File: src/rtl/pim_pkg.sv
package pim_pkg;

  // ----------------------------------------------------------------
  // Timing
  // ----------------------------------------------------------------
  localparam int unsigned CLK_HZ = 20_000_000;
  localparam int unsigned DISAGREE_MS = 100;
  localparam int unsigned DISAGREE_CYCLES = (CLK_HZ / 1000) * DISAGREE_MS;

  // ----------------------------------------------------------------
  // Resolver angle
  // ----------------------------------------------------------------
  localparam int ANGLE_W = 9;
  localparam logic [ANGLE_W-1:0] ANGLE_FULL = 9'h168;
  localparam logic [ANGLE_W-1:0] ANGLE_RST = 9'h000;

  // ----------------------------------------------------------------
  // Synchronised pin positions
  // ----------------------------------------------------------------
  localparam int PIN_COUNT = 7;
  localparam int PIN_OVERRUN = 0;
  localparam int PIN_USER_ONE = 1;
  localparam int PIN_USER_TWO = 2;
  localparam int PIN_PAIR_FIRST = 3;
  localparam int PIN_PAIR_SECOND = 4;
  localparam int PIN_SEL_OFF = 5;
  localparam int PIN_SEL_JOG = 6;
  localparam logic [PIN_COUNT-1:0] PIN_RST = 7'h00;

  // ----------------------------------------------------------------
  // Display fault codes
  // ----------------------------------------------------------------
  localparam logic [7:0] CODE_NONE = 8'h00;
  localparam logic [7:0] CODE_OVERRUN = 8'h01;
  localparam logic [7:0] CODE_USER_ONE = 8'h33;
  localparam logic [7:0] CODE_USER_TWO = 8'h34;
  localparam logic [7:0] CODE_PAIR_FIRST = 8'h35;
  localparam logic [7:0] CODE_PAIR_SECOND = 8'h21;
  localparam logic [7:0] CODE_LOCKOUT = 8'h11;

endpackage

File: src/rtl/pim_sync_if.sv
`timescale 1ns/1ns
interface pim_sync_if #(parameter int W = 7);
  logic [W-1:0] raw;
  logic [W-1:0] sync;
  modport sync_side (input raw, output sync);
  modport user_side (output raw, input sync);
endinterface

File: src/rtl/pim_sync.sv
`timescale 1ns/1ns
module pim_sync #(
  parameter int W = 7
) (
  input wire logic clk_sys,
  input wire logic rst,
  pim_sync_if.sync_side sy
);
  import pim_pkg::*;

  typedef struct packed {
    logic [W-1:0] first;
    logic [W-1:0] second;
  } pim_sync_t;

  pim_sync_t s_q;
  pim_sync_t s_d;

  // ----------------------------------------------------------------
  // Two-stage synchroniser
  // ----------------------------------------------------------------
  always_comb
  begin
    s_d.first = sy.raw;
    s_d.second = s_q.first;
  end

  always_ff @(posedge clk_sys or posedge rst)
  begin
    if (rst)
    begin
      s_q <= '0;
    end
    else
    begin
      s_q <= s_d;
    end
  end

  assign sy.sync = s_q.second;

  sync_delay_a:
    assert property (@(posedge clk_sys) disable iff (rst)
      !rst |-> ##2 (sy.sync == $past(sy.raw, 2)))
    else $error("synchroniser output is not the input two cycles late");

endmodule // pim_sync

File: src/rtl/pim_monitor.sv
`timescale 1ns/1ns
module pim_monitor #(
  parameter int unsigned DISAGREE_CYC = pim_pkg::DISAGREE_CYCLES,
  parameter int TMR_W = 22
) (
  input wire logic clk_sys,
  input wire logic rst,
  input wire logic overrun_sense,
  input wire logic user_one_in,
  input wire logic user_two_in,
  input wire logic paired_input_first,
  input wire logic paired_input_second,
  input wire logic stroke_sel_off,
  input wire logic stroke_sel_jog,
  input wire logic [pim_pkg::ANGLE_W-1:0] angle_deg,
  input wire logic [pim_pkg::ANGLE_W-1:0] overrun_tol,
  output logic emergency_halt,
  output logic top_stop,
  output logic lockout_relay_closed,
  output logic lockout_msg,
  output logic overrun_fault,
  output logic [7:0] fault_code,
  output logic [7:0] fault_code_aux
);
  import pim_pkg::*;

  typedef struct packed {
    logic ovr_prev;
    logic ref_valid;
    logic [ANGLE_W-1:0] ref_angle;
    logic ovr_flt;
    logic pair_first_flt;
    logic pair_second_flt;
    logic [TMR_W-1:0] dis_tmr;
    logic off_seen;
    logic lockout;
    logic relay_closed;
    logic halt;
    logic tstop;
    logic [7:0] code;
    logic [7:0] aux;
  } pim_state_t;

  localparam logic [TMR_W-1:0] DIS_LIMIT = TMR_W'(DISAGREE_CYC);

  pim_state_t s_q;
  pim_state_t s_d;
  logic [PIN_COUNT-1:0] pin_s;
  logic ovr_rise;
  logic [ANGLE_W-1:0] ang_diff;
  logic [ANGLE_W-1:0] ang_dist;
  logic ovr_bad;
  logic pair_dis;
  logic first_open;
  logic second_open;

  // ----------------------------------------------------------------
  // Input synchronisers
  // ----------------------------------------------------------------
  pim_sync_if #(.W(PIN_COUNT)) sy ();

  // two-stage sync of every field input
  assign sy.raw = {stroke_sel_jog, stroke_sel_off, paired_input_second, paired_input_first,
                   user_two_in, user_one_in, overrun_sense};

  pim_sync #(.W(PIN_COUNT)) u_sync (
    .clk_sys(clk_sys),
    .rst(rst),
    .sy(sy)
  );

  assign pin_s = sy.sync;

  // ----------------------------------------------------------------
  // Overrun angle check
  // ----------------------------------------------------------------
  assign ovr_rise = pin_s[PIN_OVERRUN] && !s_q.ovr_prev;
  assign ang_diff = (angle_deg >= s_q.ref_angle) ? angle_deg - s_q.ref_angle
                                                 : s_q.ref_angle - angle_deg;
  assign ang_dist = (ang_diff > (ANGLE_FULL >> 1)) ? ANGLE_FULL - ang_diff : ang_diff;
  // tolerance in whole degrees, wrap at 360
  assign ovr_bad = ang_dist > overrun_tol;

  // ----------------------------------------------------------------
  // Pair levels, open contact reads high
  // ----------------------------------------------------------------
  // paired inputs are healthy when grounded
  assign first_open = pin_s[PIN_PAIR_FIRST];
  assign second_open = pin_s[PIN_PAIR_SECOND];
  assign pair_dis = first_open ^ second_open;

  // ----------------------------------------------------------------
  // Next state
  // ----------------------------------------------------------------
  always_comb
  begin
    s_d = s_q;
    s_d.ovr_prev = pin_s[PIN_OVERRUN];
    // off then jog clears the latched faults
    if (pin_s[PIN_SEL_OFF])
    begin
      s_d.off_seen = 1'b1;
    end
    else if (s_q.off_seen && pin_s[PIN_SEL_JOG])
    begin
      s_d.off_seen = 1'b0;
      s_d.lockout = 1'b0;
      s_d.ovr_flt = 1'b0;
      s_d.pair_first_flt = 1'b0;
      s_d.pair_second_flt = 1'b0;
      s_d.ref_valid = 1'b0;
    end
    if (!pair_dis)
    begin
      s_d.dis_tmr = '0;
    end
    else if (s_q.dis_tmr != DIS_LIMIT)
    begin
      s_d.dis_tmr = s_q.dis_tmr + TMR_W'(1);
    end
    // open input or long disagreement sets the fault
    if (first_open || (pair_dis && first_open && s_q.dis_tmr == DIS_LIMIT))
    begin
      s_d.pair_first_flt = 1'b1;
    end
    if (second_open || (pair_dis && second_open && s_q.dis_tmr == DIS_LIMIT))
    begin
      s_d.pair_second_flt = 1'b1;
    end
    // learn the stroke angle on the first overrun edge
    if (ovr_rise && !s_q.ref_valid)
    begin
      s_d.ref_valid = 1'b1;
      s_d.ref_angle = angle_deg;
    end
    // angle drift latches the overrun fault
    else if (ovr_rise && ovr_bad)
    begin
      s_d.ovr_flt = 1'b1;
    end
    if (s_d.ovr_flt || s_d.pair_first_flt || s_d.pair_second_flt)
    begin
      s_d.lockout = 1'b1;
    end
    s_d.relay_closed = !s_d.lockout;
    // user one open halts at once
    s_d.halt = !pin_s[PIN_USER_ONE] || s_d.ovr_flt || s_d.pair_first_flt || s_d.pair_second_flt;
    // user two open stops at top
    s_d.tstop = !pin_s[PIN_USER_TWO];
    // code priority, pair then overrun then users
    s_d.aux = s_d.lockout ? CODE_LOCKOUT : CODE_NONE;
    if (s_d.pair_first_flt)
    begin
      s_d.code = CODE_PAIR_FIRST;
    end
    else if (s_d.pair_second_flt)
    begin
      s_d.code = CODE_PAIR_SECOND;
    end
    else if (s_d.ovr_flt)
    begin
      s_d.code = CODE_OVERRUN;
    end
    // open interlock shows its own code
    else if (!pin_s[PIN_USER_ONE])
    begin
      s_d.code = CODE_USER_ONE;
    end
    else if (!pin_s[PIN_USER_TWO])
    begin
      s_d.code = CODE_USER_TWO;
    end
    else
    begin
      s_d.code = CODE_NONE;
    end
  end

  always_ff @(posedge clk_sys or posedge rst)
  begin
    if (rst)
    begin
      s_q <= '0;
      s_q.relay_closed <= 1'b1;
    end
    else
    begin
      s_q <= s_d;
    end
  end

  // ----------------------------------------------------------------
  // Outputs
  // ----------------------------------------------------------------
  // relay opens with lockout
  assign emergency_halt = s_q.halt;
  assign top_stop = s_q.tstop;
  assign lockout_relay_closed = s_q.relay_closed;
  assign lockout_msg = s_q.lockout;
  assign overrun_fault = s_q.ovr_flt;
  assign fault_code = s_q.code;
  assign fault_code_aux = s_q.aux;

  // ----------------------------------------------------------------
  // Checks
  // ----------------------------------------------------------------
  ref_capture_a:
    assert property (@(posedge clk_sys) disable iff (rst)
      (ovr_rise && !s_q.ref_valid) |=> (s_q.ref_valid && s_q.ref_angle == $past(angle_deg)))
    else $error("overrun angle not learned");

  overrun_halt_a:
    assert property (@(posedge clk_sys) disable iff (rst)
      (ovr_rise && s_q.ref_valid && ovr_bad) |=> (overrun_fault && emergency_halt && lockout_msg))
    else $error("overrun drift did not halt");

  user_one_a:
    assert property (@(posedge clk_sys) disable iff (rst)
      (!rst && !pin_s[PIN_USER_ONE] && !s_d.lockout)
        |=> (emergency_halt && fault_code == CODE_USER_ONE))
    else $error("user one open not reported");

  user_two_a:
    assert property (@(posedge clk_sys) disable iff (rst)
      (!pin_s[PIN_USER_TWO] && pin_s[PIN_USER_ONE] && !s_d.lockout)
        |=> (top_stop && !emergency_halt && fault_code == CODE_USER_TWO))
    else $error("user two open not reported");

  pair_first_a:
    assert property (@(posedge clk_sys) disable iff (rst)
      first_open |=> (fault_code == CODE_PAIR_FIRST && fault_code_aux == CODE_LOCKOUT))
    else $error("pair first fault codes wrong");

  pair_lock_a:
    assert property (@(posedge clk_sys) disable iff (rst)
      second_open |=> (emergency_halt && !lockout_relay_closed && lockout_msg))
    else $error("pair fault did not lock out");

  dis_timer_a:
    assert property (@(posedge clk_sys) disable iff (rst)
      (pair_dis && s_q.dis_tmr != DIS_LIMIT) |=> (s_q.dis_tmr == $past(s_q.dis_tmr) + TMR_W'(1)))
    else $error("disagreement timer stalled");

  dis_saturate_a:
    assert property (@(posedge clk_sys) disable iff (rst)
      (pair_dis && s_q.dis_tmr == DIS_LIMIT) |=> (s_q.dis_tmr == DIS_LIMIT))
    else $error("disagreement timer left its limit");

  lock_hold_a:
    assert property (@(posedge clk_sys) disable iff (rst)
      (lockout_msg && !s_q.off_seen) |=> lockout_msg)
    else $error("lockout cleared without off selection");

  lock_clear_a:
    assert property (@(posedge clk_sys) disable iff (rst)
      (lockout_msg && s_q.off_seen && !pin_s[PIN_SEL_OFF] && pin_s[PIN_SEL_JOG]
        && !first_open && !second_open && !ovr_rise) |=> !lockout_msg)
    else $error("lockout did not clear on jog");

endmodule // pim_monitor

File: config.mk
export PLATFORM = sky130hd
export DESIGN_NAME = pim_monitor
export DESIGN_NICKNAME = d
export VERILOG_FILES = /design/src/rtl/pim_pkg.sv /design/src/rtl/pim_sync_if.sv /design/src/rtl/pim_sync.sv /design/src/rtl/pim_monitor.sv
export SDC_FILE = /design/constraint.sdc
export NUM_CORES = 1
export LEC_CHECK = 0
export BUFFER_PORTS_ARGS = -buffer_cell sky130_fd_sc_hd__buf_2
export CORE_MARGIN = 8
export CORE_UTILIZATION = 39
export DETAILED_ROUTE_END_ITERATION = 10
export PLACE_DENSITY = 0.64
export SLEW_MARGIN = 20
export SYNTH_ARGS = -nofsm -noshare
export SYNTH_HDL_FRONTEND = slang
export SYNTH_HIERARCHICAL = 1
export SYNTH_SLANG_ARGS = --single-unit
File: constraint.sdc
create_clock -name clk_sys -period 5.76 [get_ports clk_sys]
set_clock_uncertainty 0.05 [all_clocks]
set_input_delay 0 -clock clk_sys [delete_from_list [all_inputs] [get_ports clk_sys]]
set_output_delay 0 -clock clk_sys [all_outputs]
set_load 0.02 [all_outputs]
==> run_results.csv <==
group,metric,value,unit
timing,period_share,91.2,%
timing,finalSetupTns,0,ps
timing,setup_slack,508,ps
setup_path,crit_start,"s_q[48]",
cts,cts_resized,0,
cts,clock_path_buffers,2,
placement,placedCellCount,585,
run,timing.max_cap.violations,0,
die,initial_utilization,40.0,%
finish,finalNonFillerCells,618,
synthesis,seq_area_frac_synth,36.4,%
synthesis,synthTopCellsByArea,"dfrtp_1, ha_1, inv_1, buf_4, nor2_1",
setup_path,crit_top_cell,"o21a_1",
cts,cts_made_buffers,9,
routing,drtIter0Drc,185,
synthesis,yosysTopAreaCellShare,35.7,%
setup_path,setup.worst_path.class,"reg2reg",
global_routing,use_met1,16.3,%
global_routing,grt_pass1_vias,3198,
setup_path,critical_path.max_fanout,17,
finish,syn_to_final_growth,13.4,%
setup_path,cp.arrival,5440,ps
timing,max_freq,190,MHz
finish,n_antenna_cell,0,
global_routing,grt_pass1_wl,15000,um
timing,worst_slew_margin_rel,36.4,%
timing,rsz0062_at_grt,"false",
pwr,power_density,440,nW/um^2
placement,dp_hpwl,6650,um
die,rows,37,
timing,slew_violations,0,
synthesis,syn_avg_cell_area,9.59,sq um
setup_path,reg2reg_from,"s_q[48]",
timing,period_needed,5250,ps
routing,vias_per_cell,5.09,
finish,multi_input_area,2280,sq um
global_routing,grt_max_degree,47,
pwr,ir_worst_vdd,0.201,mV
die,die-area,14100,sq um
setup_path,crit_required,5950,ps
synthesis,synthFlopType,"dfrtp_1",
global_routing,global_route.peak_usage_layer,"met2",
routing,wl_per_cell,14.1,um
synthesis,syn_area,4130,sq um
cts,cts.sinks,60,
finish,nFillCells,999,
synthesis,synth_top_area_cell,"dfrtp_1",
global_routing,use_met2,20.2,%
synthesis,async_flop_share,100,%
routing,ant_nets,0,
synthesis,synth_common_cells,"dfrtp_1, inv_1, nor2_1",
placement,gp_congestion,0.830,
finish,seq_area,1500,sq um
synthesis,synth_edf_count,0,
pwr,p_leak,0.00213,uW
timing,finalSetupViolations,0,
global_routing,overflow,0,
synthesis,yosysWarnings,6,
pwr,p_total,2060,uW
setup_path,cp-end-kind,"flop",
setup_path,crit_chain,"ha_1, nand4_1, a2bb2oi_2, a21oi_2, buf_4, o21ai_0, and2_1, ha_1, nor3b_1, o211ai_1, nand2_1, o221ai_2, a22oi_2, mux2i_1, ha_1, nor2b_1, o21a_1, o21a_1, o21a_1, o21a_1, o21ai_0, a21o_1, inv_1, o31ai_1",
finish,final_nets,537,
timing,hold_violations,0,
cts,clock-root-buffer,"clkbuf_8",
cts,htree_levels,3,
cts,insertion_delay,350,ps
die,io_pins,48,
setup_path,path_buf_inv,2,
global_routing,grt_usage,12.9,%
synthesis,synth_cell_types,74,
global_routing,grt_use_met3,3.31,%
cts,clkTransAtPathRegs,70,ps
outcome,run_status,"completed",
setup_path,crit_slowest_cell,"ha_1",
hold_path,hold_path_class,"in2async",
placement,pre_cts_ws,550,ps
die,fp.coreArea,10300,sq um
routing,first_pass_iters,4,
setup_path,worst_setup_path_start_kind,"flop",
synthesis,synthCells,431,
finish,layout-drive-gt1-share,17.4,%
synthesis,synthMostInstantiatedCell,"dfrtp_1",
cts,cts_tree,"yes",
placement,port_buffers,38,
routing,totalWireLength,8700,um
setup_path,critPathTopFamily,"compound AO/OA/AOI/OAI gates",
setup_path,max_stage_delay,600,ps
finish,final_core_util,45.4,%
die,die_width,119,um
global_routing,antenna_found_initial,0,
routing,vias,3148,
die,die_y,119,um
synthesis,ys_ff_latch,60,
timing,tightest_slew,953,ps
routing,remaining_drc_errors,0,
timing repair:
action	CTS	global route
buffers inserted	0	0
hold endpoints to repair	75	0
hold buffers	17	0
stage by stage:
stage | area [sq um] | hold slack, ps
after detailed placement | 4310 | 8.73
after floorplan | 4160 | -161
after global placement | 4310 | -1.72
after global routing | 4690 | 231
after CTS | 4680 | 175
final | 4690 | 176
path summary, 6_finish.rpt:
kind / slack, ps / cells after the start / end
worst min-delay path: 180 / 3 / u_sync/s_d[2]
worst max register to register: 510 / 24 / fault_code[4]
min in group clk_sys: 250 / 2 / u_sync/s_d[3]
worst max-delay path: 510 / 24 / fault_code[4]
worst min register to register: 300 / 0 / u_sync/sy.sync[3]
max in group asynchronous: 4690 / 3 / s_q[46]
registers in the layout, indices dropped and copies added, names as in the netlist:
register	flops
fault_code_aux	1
emergency_halt	1
top_stop	1
overrun_fault	1
fault_code	5
lockout_relay_closed	1
s_q	36
u_sync/s_d	7
u_sync/sy.sync	7
final cells by class:
| cell class | count | share of cell area, % |
|---|---|---|
| Clock buffer | 9 | 2.64 |
| Clock inverter | 7 | 1.60 |
| Inverter | 45 | 3.60 |
| Multi-Input combinational cell | 305 | 48.6 |
| Sequential cell | 60 | 32.1 |
| Tap cell | 136 | 3.63 |
| Timing Repair Buffer | 56 | 7.85 |
power by group:
part	internal (uW)	switching, uW
combinational	506	695
clock	202	178
sequential	458	23.9
total	1170	897
worst min-delay path: stages:
cell,delay [ps]
dlygate4sd3_1,520
buf_2,130
inv_1,360
metal layers:
layer	wire length (um)	share of wire [%]
met5	0	0
met4	221	2.5
met3	427	4.9
met2	3890	45
met1	4170	48
cells in the final DEF (no fill, tap or decap), types with 8 or more instances in the layout:
cell and n:
buf_2 38, a21oi_1 11, xnor2_1 9, nor3_1 8, nand4_1 10, dfrtp_1 59
o21ai_0 15, nor2_1 33, conb_1 9, ha_1 31, inv_1 44, xor2_1 13
or3_1 8, a21o_1 9, nand3_1 19, dlygate4sd3_1 17, nand2_1 28, clkbuf_8 9
logic make-up (layout without fill, tap and decap cells):
kind of cell | after synthesis | count (layout) | synth area share, %
AND/OR/NAND/NOR | 148 | 148 | 19.7
AO/OA/AOI/OAI | 90 | 90 | 18.6
buffers and inverters | 74 | 117 | 9.54
flip-flops | 60 | 60 | 36.4
adder cells (fa/ha/maj) | 33 | 33 | 10.4
XOR/XNOR | 22 | 22 | 4.66
multiplexers | 3 | 3 | 0.727
other | 1 | 9 | 0.0907
Power figures use the tool's default switching activity.
